File: src/bya_pkg.sv
package bya_pkg;
	// opcode group and the bit that picks the carry variant
	localparam logic [2:0] OP_GROUP = 3'h1;
	localparam int OP_GROUP_LSB = 5;
	localparam int CARRY_SEL_BIT = 4;
	localparam int REG_FORM_BIT = 3;
	// low nibble patterns with the carry-select bit ignored
	localparam logic [3:0] LOW_IMM = 4'h4;
	localparam logic [3:0] LOW_DIR = 4'h5;
	localparam logic [2:0] LOW_IND = 3'h3;
	// full opcodes of the plain immediate and direct sum forms
	localparam logic [7:0] OP_ADD_IMM = 8'h24;
	localparam logic [7:0] OP_ADD_DIR = 8'h25;
	// bank register addressing: bank select above a three-bit index
	localparam int BANK_W = 2;
	localparam int REG_IDX_W = 3;
	// reset values
	localparam logic [7:0] ACC_RESET = 8'h00;
	localparam logic FLAG_RESET = 1'b0;
	// carry positions inside the ripple chain
	localparam int NIBBLE_CARRY_POS = 4;
	localparam int BIT6_CARRY_POS = 7;
	localparam int BIT7_CARRY_POS = 8;

	typedef enum logic [2:0] {
		SRC_NONE,
		SRC_REG,
		SRC_DIR,
		SRC_IND,
		SRC_IMM
	} bya_src_e;
endpackage : bya_pkg

File: src/bya_sum_if.sv
`timescale 1ns/100ps
interface bya_sum_if;
	logic [7:0] augend;
	logic [7:0] addend;
	logic carryIn;
	logic [7:0] sum;
	logic carryOut;
	logic nibbleCarry;
	logic signedWrap;

	modport core (
		input augend,
		input addend,
		input carryIn,
		output sum,
		output carryOut,
		output nibbleCarry,
		output signedWrap
	);
	modport user (
		output augend,
		output addend,
		output carryIn,
		input sum,
		input carryOut,
		input nibbleCarry,
		input signedWrap
	);
endinterface : bya_sum_if

File: src/bya_sum_core.sv
`timescale 1ns/100ps
module bya_sum_core (
	bya_sum_if.core sumPort
);
	import bya_pkg::*;

	logic [8:0] chain;

	// ripple chain so the inner bit carries stay visible for the flags
	assign chain[0] = sumPort.carryIn;
	genvar i;
	generate
		for (i = 0; i < 8; i++) begin : g_bit
			assign sumPort.sum[i] = sumPort.augend[i] ^ sumPort.addend[i] ^ chain[i];
			assign chain[i + 1] = (sumPort.augend[i] & sumPort.addend[i])
				| (chain[i] & (sumPort.augend[i] ^ sumPort.addend[i]));
		end
	endgenerate

	// carry from bit 7 and bit 3
	assign sumPort.carryOut = chain[BIT7_CARRY_POS];
	assign sumPort.nibbleCarry = chain[NIBBLE_CARRY_POS];
	// wrap when bit 6 and bit 7 carries differ
	assign sumPort.signedWrap = chain[BIT6_CARRY_POS] ^ chain[BIT7_CARRY_POS];
endmodule : bya_sum_core

File: src/bya_byte_adder.sv
//
// Behaviour
// - plain sum writes accumulator
// - carry and nibble carry from bits 7, 3
// - wrap flag on differing bit 6/7 carries
// - register, direct, indirect and immediate sources
// - direct form 0x25, two bytes, one cycle
// - immediate form 0x24 uses second byte
// - carry variant also adds carry flag
// - carry variant updates wrap flag likewise
`timescale 1ns/100ps
module bya_byte_adder (
	input wire logic clk,
	input wire logic rst,
	input wire logic instrValid,
	input wire logic [7:0] opcode,
	input wire logic [7:0] instrArg,
	input wire logic [bya_pkg::BANK_W-1:0] bankSel,
	output logic [7:0] fetchAddr,
	input wire logic [7:0] fetchData,
	output logic [7:0] derefAddr,
	input wire logic [7:0] derefData,
	input wire logic accLoad,
	input wire logic [7:0] accLoadData,
	input wire logic carryLoad,
	input wire logic carryLoadValue,
	output logic [7:0] accOut,
	output logic carryOut,
	output logic nibbleCarryOut,
	output logic signedWrapOut,
	output logic sumDone
);
	import bya_pkg::*;

	bya_src_e form;
	logic go;
	logic withCarry;
	logic [7:0] srcByte;
	logic [7:0] acc_q;
	logic carry_q;
	logic nibble_q;
	logic wrap_q;
	logic done_q;

	bya_sum_if sumBus ();

	function automatic bya_src_e decodeForm(input logic [7:0] op);
		bya_src_e f;
		f = SRC_NONE;
		if (op[7:OP_GROUP_LSB] == OP_GROUP) begin
			if (op[REG_FORM_BIT])
				f = SRC_REG;
			else if (op[3:0] == LOW_DIR)
				f = SRC_DIR;
			else if (op[3:0] == LOW_IMM)
				f = SRC_IMM;
			else if (op[3:1] == LOW_IND)
				f = SRC_IND;
		end
		return f;
	endfunction : decodeForm

	assign form = decodeForm(opcode);
	assign go = instrValid && (form != SRC_NONE);
	// carry variant chosen by one opcode bit
	assign withCarry = opcode[CARRY_SEL_BIT];

	// addresses are combinational so every form finishes in one cycle
	always_comb begin
		fetchAddr = 8'h00;
		unique case (form)
			SRC_REG: fetchAddr = {3'h0, bankSel, opcode[REG_IDX_W-1:0]};
			// direct address is the second byte
			SRC_DIR: fetchAddr = instrArg;
			SRC_IND: fetchAddr = {3'h0, bankSel, 2'h0, opcode[0]};
			SRC_IMM, SRC_NONE: fetchAddr = 8'h00;
		endcase
	end

	// pointer register content addresses the operand
	assign derefAddr = fetchData;

	always_comb begin
		srcByte = 8'h00;
		unique case (form)
			SRC_REG, SRC_DIR: srcByte = fetchData;
			SRC_IND: srcByte = derefData;
			SRC_IMM: srcByte = instrArg;
			SRC_NONE: srcByte = 8'h00;
		endcase
	end

	assign sumBus.augend = acc_q;
	assign sumBus.addend = srcByte;
	assign sumBus.carryIn = withCarry & carry_q;

	bya_sum_core u_core (
		.sumPort(sumBus.core)
	);

	// a sum in the same cycle as a load wins; the load is lost
	// accumulator write-back
	always_ff @(posedge clk or posedge rst) begin
		if (rst)
			acc_q <= ACC_RESET;
		else if (go)
			acc_q <= sumBus.sum;
		else if (accLoad)
			acc_q <= accLoadData;
	end

	always_ff @(posedge clk or posedge rst) begin
		if (rst) begin
			carry_q <= FLAG_RESET;
			nibble_q <= FLAG_RESET;
		end else if (go) begin
			carry_q <= sumBus.carryOut;
			nibble_q <= sumBus.nibbleCarry;
		end else if (carryLoad) begin
			carry_q <= carryLoadValue;
		end
	end

	always_ff @(posedge clk or posedge rst) begin
		if (rst)
			wrap_q <= FLAG_RESET;
		else if (go)
			wrap_q <= sumBus.signedWrap;
	end

	always_ff @(posedge clk or posedge rst) begin
		if (rst)
			done_q <= 1'b0;
		else
			done_q <= go;
	end

	assign accOut = acc_q;
	assign carryOut = carry_q;
	assign nibbleCarryOut = nibble_q;
	assign signedWrapOut = wrap_q;
	assign sumDone = done_q;

	// reference arithmetic for the checks below
	logic refCin;
	logic [8:0] refSum;
	logic [4:0] refNib;
	logic [7:0] refLow;
	assign refCin = withCarry & carry_q;
	assign refSum = {1'b0, acc_q} + {1'b0, srcByte} + {8'h00, refCin};
	assign refNib = {1'b0, acc_q[3:0]} + {1'b0, srcByte[3:0]} + {4'h0, refCin};
	assign refLow = {1'b0, acc_q[6:0]} + {1'b0, srcByte[6:0]} + {7'h00, refCin};

	accum_result_a: assert property (@(posedge clk) disable iff (rst)
		go |=> accOut == $past(refSum[7:0]))
		else $error("accumulator does not hold the sum");
	carry_flag_a: assert property (@(posedge clk) disable iff (rst)
		go |=> carryOut == $past(refSum[8]) && nibbleCarryOut == $past(refNib[4]))
		else $error("carry or nibble carry wrong");
	wrap_flag_a: assert property (@(posedge clk) disable iff (rst)
		go |=> signedWrapOut == ($past(refLow[7]) ^ $past(refSum[8])))
		else $error("signed wrap flag wrong");
	reg_addr_a: assert property (@(posedge clk) disable iff (rst)
		(instrValid && opcode[7:3] == 5'h05) |-> fetchAddr == {3'h0, bankSel, opcode[2:0]})
		else $error("bank register address wrong");
	direct_form_a: assert property (@(posedge clk) disable iff (rst)
		(instrValid && opcode == OP_ADD_DIR) |-> fetchAddr == instrArg ##1 sumDone)
		else $error("direct form not fetched or not done in one cycle");
	imm_form_a: assert property (@(posedge clk) disable iff (rst)
		(instrValid && opcode == OP_ADD_IMM && !accLoad) |=>
		accOut == 8'($past(acc_q) + $past(instrArg)))
		else $error("immediate sum wrong");
	carry_add_a: assert property (@(posedge clk) disable iff (rst)
		(go && withCarry && carry_q) |=> accOut == 8'($past(acc_q) + $past(srcByte) + 8'h01))
		else $error("carry variant ignored the carry");
	wrap_carry_a: assert property (@(posedge clk) disable iff (rst)
		(go && withCarry && refLow[7] == refSum[8]) |=> !signedWrapOut)
		else $error("wrap flag not cleared on agreeing carries");
	ind_addr_a: assert property (@(posedge clk) disable iff (rst)
		(instrValid && opcode[7:1] == 7'h13) |->
		fetchAddr == {3'h0, bankSel, 2'h0, opcode[0]} && derefAddr == fetchData)
		else $error("indirect pointer addressing wrong");
	idle_hold_a: assert property (@(posedge clk) disable iff (rst)
		(!go && !accLoad) |=> $stable(accOut) && !sumDone)
		else $error("accumulator moved without a sum");
	// nibble and wrap flags have no load path, so only a sum may move them
	wrap_hold_a: assert property (@(posedge clk) disable iff (rst)
		!go |=> $stable(signedWrapOut) && $stable(nibbleCarryOut))
		else $error("wrap or nibble flag moved without a sum");
	wrap_carry_set_a: assert property (@(posedge clk) disable iff (rst)
		(go && withCarry && refLow[7] != refSum[8]) |=> signedWrapOut)
		else $error("wrap flag not set on differing carries");
	imm_operand_a: assert property (@(posedge clk) disable iff (rst)
		(instrValid && form == SRC_IMM) |-> srcByte == instrArg)
		else $error("immediate byte not used as operand");
	single_cycle_a: assert property (@(posedge clk) disable iff (rst)
		(instrValid && (form == SRC_REG || form == SRC_IND)) |=> sumDone)
		else $error("register or indirect form not done in one cycle");
	refused_op_a: assert property (@(posedge clk) disable iff (rst)
		(instrValid && form == SRC_NONE) |=> !sumDone && $stable(signedWrapOut))
		else $error("foreign opcode acted");

	cover_direct_c: cover property (@(posedge clk) disable iff (rst)
		instrValid && opcode == OP_ADD_DIR);
	cover_indirect_c: cover property (@(posedge clk) disable iff (rst)
		go && form == SRC_IND);
	cover_wrap_c: cover property (@(posedge clk) disable iff (rst)
		go && withCarry && carry_q ##1 signedWrapOut);
	cover_backtoback_c: cover property (@(posedge clk) disable iff (rst)
		go ##1 go);
	cover_load_clash_c: cover property (@(posedge clk) disable iff (rst)
		go && accLoad && carryLoad);
endmodule : bya_byte_adder

File: config.mk
export PLATFORM = sky130hd
export DESIGN_NAME = bya_byte_adder
export DESIGN_NICKNAME = d
export VERILOG_FILES = /design/src/bya_pkg.sv /design/src/bya_sum_if.sv /design/src/bya_sum_core.sv /design/src/bya_byte_adder.sv
export SDC_FILE = /design/constraint.sdc
export NUM_CORES = 1
export LEC_CHECK = 0
export ABC_AREA = 1
export BUFFER_PORTS_ARGS = -buffer_cell sky130_fd_sc_hd__buf_2
export CAP_MARGIN = 5
export CELL_PAD_IN_SITES_DETAIL_PLACEMENT = 1
export CELL_PAD_IN_SITES_GLOBAL_PLACEMENT = 1
export CORE_MARGIN = 2
export CORE_UTILIZATION = 30
export CTS_CLUSTER_SIZE = 30
export DETAILED_ROUTE_END_ITERATION = 6
export PLACE_DENSITY = 0.84
export RECOVER_POWER = 50
export SETUP_SLACK_MARGIN = 0.4
export SYNTH_ARGS = -nofsm -noshare
export SYNTH_HDL_FRONTEND = slang
export SYNTH_SLANG_ARGS = --single-unit
export TNS_END_PERCENT = 50
File: constraint.sdc
create_clock -name clk -period 4.39 [get_ports clk]
set_input_delay 0.878 -clock clk [delete_from_list [all_inputs] [get_ports clk]]
set_output_delay 0.878 -clock clk [all_outputs]
set_load 0.1 [all_outputs]
Word-level counts from Yosys, hierarchy flattened
Index checks and enable logic that the tools add are counted.
{ "word_totals": {"word_cells": 73, "register_bits": 12} }
{ "op_classes": {"bitwise_logic": 42, "reduce_logical": 7, "mux": 11, "eq_ne": 8} }
{ "op_table": {"columns": ["operator", "count"], "rows": [
  ["$pmux 8 s4", 2],
  ["$and 1x1->1", 17],
  ["$xor 1x1->1", 17],
  ["$mux 8", 2],
  ["$mux 3", 4],
  ["$eq 3x2->1 const B", 3],
  ["$eq 4x3->1 const B", 2],
  ["$or 1x1->1", 8],
  ["$eq 3x1->1 const B", 2],
  ["$reduce_bool 2->1", 2],
  ["$reduce_or 2->1", 2],
  ["$eq 3x3->1 const B", 1],
  ["$logic_not 3->1", 1],
  ["$reduce_bool 3->1", 1],
  ["$mux 1", 2],
  ["$mux 2", 1],
  ["$logic_and 1x1->1", 1]
]} }

Longest topological paths before layout
{ "depth": {"word_depth": 27, "depth_mapped": 24, "ltp_nobuf": 23} }

Hierarchy
Synthesis repeated with hierarchy kept, for this count alone.
{ "hier_totals": {"hier_cells": 203, "hier_area_um2": 1352.5} }
{ "modules_own_cells": {"columns": ["mod", "cells_each", "area_each_um2", "n_inst", "seq_area_each_um2"], "rows": [
  ["bya_byte_adder", 173, 1109.8, 1, 300.3],
  ["bya_sum_core", 30, 242.7, 1, 0.0]
]} }

Least setup slack after synthesis
OpenSTA, ideal clock, no wires.
{ "synth_path": {"path_kind": "input -> register", "from": "input port opcode[1]", "to": "register acc_q[7], in the netlist accOut[7]", "n_path_buf": 0, "cell_stages": 23, "t_arrival_ns": 4.975, "path_slack_ns": -0.706, "path_cell_list": "inv_1 > nand2_1 > nor2_1 > nand3_1 > nand2_1 > inv_1 > nand2_1 > nand2_1 > fa_1 > fa_1 > fa_1 > fa_1 > fa_1 > inv_1 > fa_1 > inv_1 > fa_1 > inv_1 > fa_1 > inv_1 > nand3_1 > nand2_1 > nand2_1"} }
{ "synth_between": {"elab_chain_cells": 26, "elab_cells_between_ends": 49} }
{ "synth_rtl": {"columns": ["element", "line_no", "rtl"], "rows": [
  ["start: declaration", "bya_byte_adder.sv:16", "input wire logic [7:0] opcode,"],
  ["$eq 3x2->1", "bya_byte_adder.sv:57", "else if (op[3:1] == LOW_IND)"],
  ["$mux 2", "bya_byte_adder.sv:57", null],
  ["$mux 3", "bya_byte_adder.sv:55", "else if (op[3:0] == LOW_IMM)"],
  ["$mux 3 (*)", "bya_byte_adder.sv:53", "else if (op[3:0] == LOW_DIR)"],
  ["$mux 3 (*)", "bya_byte_adder.sv:51", "if (op[REG_FORM_BIT])"],
  ["$mux 3 (*)", "bya_byte_adder.sv:50", "if (op[7:OP_GROUP_LSB] == OP_GROUP) begin"],
  ["$eq 3x1->1 / $eq 3x2->1 (equally long branches)", "bya_byte_adder.sv:85", "unique case (form)"],
  ["$reduce_or 2->1", "bya_byte_adder.sv:85", null],
  ["[10 not listed]", null, null],
  ["$and 1x1->1", "bya_sum_core.sv:16", "| (chain[i] & (sumPort.augend[i] ^ sumPort.addend[i]));"],
  ["$or 1x1->1", "bya_sum_core.sv:16", null],
  ["$and 1x1->1", "bya_sum_core.sv:16", null],
  ["$or 1x1->1", "bya_sum_core.sv:16", null],
  ["$and 1x1->1", "bya_sum_core.sv:16", null],
  ["$or 1x1->1", "bya_sum_core.sv:16", null],
  ["$xor 1x1->1", "bya_sum_core.sv:14", "assign sumPort.sum[i] = sumPort.augend[i] ^ sumPort.addend[i] ^ chain[i];"],
  ["$mux 8", "bya_byte_adder.sv:106", "else if (go)"],
  ["end signal: assignment", "bya_byte_adder.sv:107", "acc_q <= sumBus.sum;"],
  ["end signal: assignment", "bya_byte_adder.sv:109", "acc_q <= accLoadData;"],
  ["end: declaration", "bya_byte_adder.sv:39", "logic [7:0] acc_q;"]
]} }
Mark *: on every way between the ends. The rest lies on a longest branch, timed or not.
A chain may end at the register's enable or synchronous reset.

Worst setup path in the final report
{ "layout_path": {"from": "input port opcode[3]", "to": "register acc_q[7], in the netlist accOut[7]"} }
{ "layout_between": {"elab_chain_cells": 26, "elab_cells_between_ends": 49} }
{ "layout_rtl": {"columns": ["element", "line_no"], "rows": [
  ["$eq 3x2->1", "bya_byte_adder.sv:57"],
  ["$mux 2", "bya_byte_adder.sv:57"],
  ["$mux 3", "bya_byte_adder.sv:55"],
  ["$mux 3", "bya_byte_adder.sv:53"],
  ["$mux 3 (*)", "bya_byte_adder.sv:51"],
  ["$mux 3 (*)", "bya_byte_adder.sv:50"],
  ["$eq 3x1->1 / $eq 3x2->1 (equally long branches)", "bya_byte_adder.sv:85"],
  ["$reduce_or 2->1", "bya_byte_adder.sv:85"],
  ["[10 not listed]", null],
  ["$and 1x1->1", "bya_sum_core.sv:16"],
  ["$or 1x1->1", "bya_sum_core.sv:16"],
  ["$and 1x1->1", "bya_sum_core.sv:16"],
  ["$or 1x1->1", "bya_sum_core.sv:16"],
  ["$and 1x1->1", "bya_sum_core.sv:16"],
  ["$or 1x1->1", "bya_sum_core.sv:16"],
  ["$xor 1x1->1", "bya_sum_core.sv:14"],
  ["$mux 8", "bya_byte_adder.sv:106"]
]} }
Marked as above.

==> metrics.md <==
| Metric | Value |
|---|---|
| Critical Path RT | `4.52 ns` |
| Initial Utilization | `0.317` |
| Mean post-synth cell area | `6.69 µm²` |
| Initial antenna violation count | `0` |
| Largest net degree at the start of global routing | `23` |
| RSZ-0062 raised after global routing | `yes` |
| Pre-antenna DRT Iters | `4` |
| CTS sink cnt | `12` |
| Number of diodes | `0` |
| Sw Share | `0.506` |
| Seq/Total Area, Yosys | `0.215` |
| Post-DRT Antenna Nets | `0` |
| Skew-Pair Late Insertion Delay | `0.24 ns` |
| Fillers | `583` |
| Non-filler cells, final | `350` |
| TritonCTS clock tree | `done` |
| First-pass GRT wire length | `7720 µm` |
| Status | `complete, but fails checks` |
| Total CTS buffers | `3` |
| Gate power share | `0.540` |
| GR Util met2 | `0.365` |
| Rel. slew slack | `0.660` |
| Leak pwr | `0.00120 µW` |
| DRC | `0` |
| Minimum clock period | `4.61 ns` |
| VDD IR max | `0.175 mV` |
| Congestion Overflow GR | `0` |
| Failing checks | `negative setup slack` |
| Synthesis-stage register bit count | `12` |
| Share of layout cells above drive strength 1 | `0.503` |
| Ports | `76` |
| Core footprint | `4410 µm²` |
| Max capacitance violation total | `0` |
| Fin. Hold Viols | `0` |
| WL/cell | `14.9 µm` |
| Int Pwr | `280 µW` |
| Ys flop type | `dfrtp_1` |
| Crit path cell chain | `buf_2, inv_4, nand2_4, nor2_2, nand2_2, nand2_4, nand2_4, nand2_2, nand2_2, fa_2, fa_2, fa_2, fa_2, fa_2, inv_2, fa_2, inv_2, fa_2, inv_2, fa_2, inv_2, nand3_2, nand2_1, nand2_1` |
| Layout Skew | `0.000715 ns` |
| Final setup TNS | `-0.222 ns` |
| Final slew viol count | `0` |
| Crit end category | `register` |
| Setup ws final | `-0.222 ns` |
| Met1 usage | `0.209` |
| Part of the power in registers | `0.240` |
| Met3 Use GR | `0.0431` |
| Placed cells | `339` |
| Switching power | `287 µW` |
| Area delta synth->final | `46.9%` |
| Netlist cell types | `23` |
| Die Height | `72.3 µm` |
| Fmax | `217 MHz` |
| Worst Path Arrival | `4.74 ns` |
| Flop2flop setup slack | `0.65 ns` |
| Placement Rows | `24` |
| Die ar. | `5220 µm²` |
| Port Buffers | `75` |
| Dpl hpwl | `4070 µm` |
| Vias | `1684` |
| Type of the worst setup path | `in2reg` |
| Clock buffer depth | `2` |
| Tcrit/Tclk final | `1.05` |
| Synth Warn # | `0` |
| Synth async-reset ratio | `1.00` |
| Worst path max stage delay | `0.42 ns` |
| Chip width | `72.3 µm` |
| Hold buffers post-CTS | `0` |
| Final GP Congestion | `0.860` |
| Syn_nets | `265` |
| Starting DRT DRC Count | `125` |
| Via density | `4.81` |
| Slew @ Worst Pin | `0.513 ns` |
| Pwr per Cell Area | `276 nW/µm²` |
| Crit Path Max Fanout | `3` |
| Synthesized instance count | `209` |
| Routed WL | `5230 µm` |
| Setup violators final | `1` |
| GR peak layer | `met2` |
| Root buffer cell | `clkbuf_8` |
| Worst min path class | `reg2reg` |
| Most used cell, CP | `fa_2` |
| Htree depth | `1` |
| Setup crit start kind | `input port` |
| Critical Path Slowest Stage Cell | `fa_2` |
| Vias in the first global route | `1719` |
| Share of total power in the clock network | `0.219` |
| Number of flops mapped to enable cells by yosys | `0` |
| Cell Area, Synth | `1400 µm²` |
| CTS clk-pin slew, worst paths | `0.06 ns` |
| Gr usage total | `0.192` |
| Total Nets Final | `355` |
[flip-flops by register name, summed over array words and instances (netlist names)]
name / flops
carryOut: 1
sumDone: 1
accOut: 8
signedWrapOut: 1
nibbleCarryOut: 1
[power groups by stage]
| stage | Combinational [µW] | Sequential [µW] | Clock, µW |
|---|---|---|---|
| final | 306 | 136 | 124 |
| after global routing | 326 | 138 | 131 |
| after CTS | 298 | 136 | 127 |
| after detailed placement | 294 | 137 | 0 |
| after global placement | 285 | 137 | 0 |
| after floorplan | 125 | 234 | 0 |
[cell usage after synthesis (2+ instances only)]
master	n	area [µm²]
nor2_1	5	18.8
fa_1	8	160
buf_4	9	67.6
nor2_4	2	22.5
nand2_1	71	267
inv_2	4	15.0
inv_1	32	120
buf_6	2	22.5
nand2_2	9	56.3
o21ai_1	3	15.0
nand3_1	38	190
dfrtp_1	12	300
nand2_4	4	45.0
[metal layers]
metal	vias to the layer above	wire (µm)
met5	-	0
met4	0	142
met3	14	217
met2	50	2860
met1	812	2010
li1	808	-
[cell families (layout without fill, tap and decap cells)]
group / Yosys count / count (layout) / share of synthesized area
and+or+nand+nor: 133 / 133 / 0.468
buffers and inverters: 49 / 138 / 0.167
DFF: 12 / 12 / 0.215
adders and majority gates: 8 / 8 / 0.115
AOI/OAI and AO/OA: 5 / 5 / 0.0206
xor gates and xnor gates: 1 / 1 / 0.00627
muxes: 1 / 1 / 0.00806
[per-stage QoR]
step | hold slack (ns) | utilization | area [µm²] | total power [µW] | worst slack (ns)
2_1_floorplan | 0.743 | - | 1430 | 359 | -0.461
3_3_place_gp | 0.461 | 0.428 | 1890 | 422 | -0.442
3_5_place_dp | 0.470 | 0.428 | 1890 | 431 | -0.638
4_1_cts | 0.505 | 0.448 | 1980 | 561 | -0.193
5_1_grt | 0.548 | 0.465 | 2050 | 595 | -0.377
6_report | 0.499 | 0.465 | 2050 | 567 | -0.222
[layout by cell type, fill, tap and decap left out, drive strengths merged, types with 4 or more instances in the layout]
cell,netlist,layout
inv,36,36
o21ai,5,5
nand2,84,84
dfrtp,12,12
clkbuf,0,4
buf,13,98
nand3,40,40
fa,8,8
nor2,8,8
[path summary, 6_finish.rpt]
check / from / to / cells after the start
min reg2reg: signedWrapOut / signedWrapOut / 2
min in group asynchronous: rst / accOut[0] / 2
min: signedWrapOut / signedWrapOut / 2
max in group asynchronous: rst / accOut[7] / 2
max: opcode[3] / accOut[7] / 24
max reg2reg: accOut[0] / accOut[7] / 16
[timing repair]
action                                  CTS  global route
resized for setup                         2            16
endpoints found under the setup margin    5             5
pin swaps                                 8             6
setup buffers                             4             3
[worst max-delay path: cells and delay by family]
family	cells	cell delay (ns)
simple gates	10	0.73
fa+ha+maj	8	2.69
buf+inv	6	0.44
[cell type report]
cell class | count | area, µm² | area share
multi-input combinational | 148 | 938 | 0.457
timing repair buffer | 98 | 554 | 0.270
sequential | 12 | 300 | 0.146
inverter | 36 | 140 | 0.0683
tap | 52 | 65.1 | 0.0317
clock buffer | 4 | 55.1 | 0.0268
(Power assumes the default switching activity.)
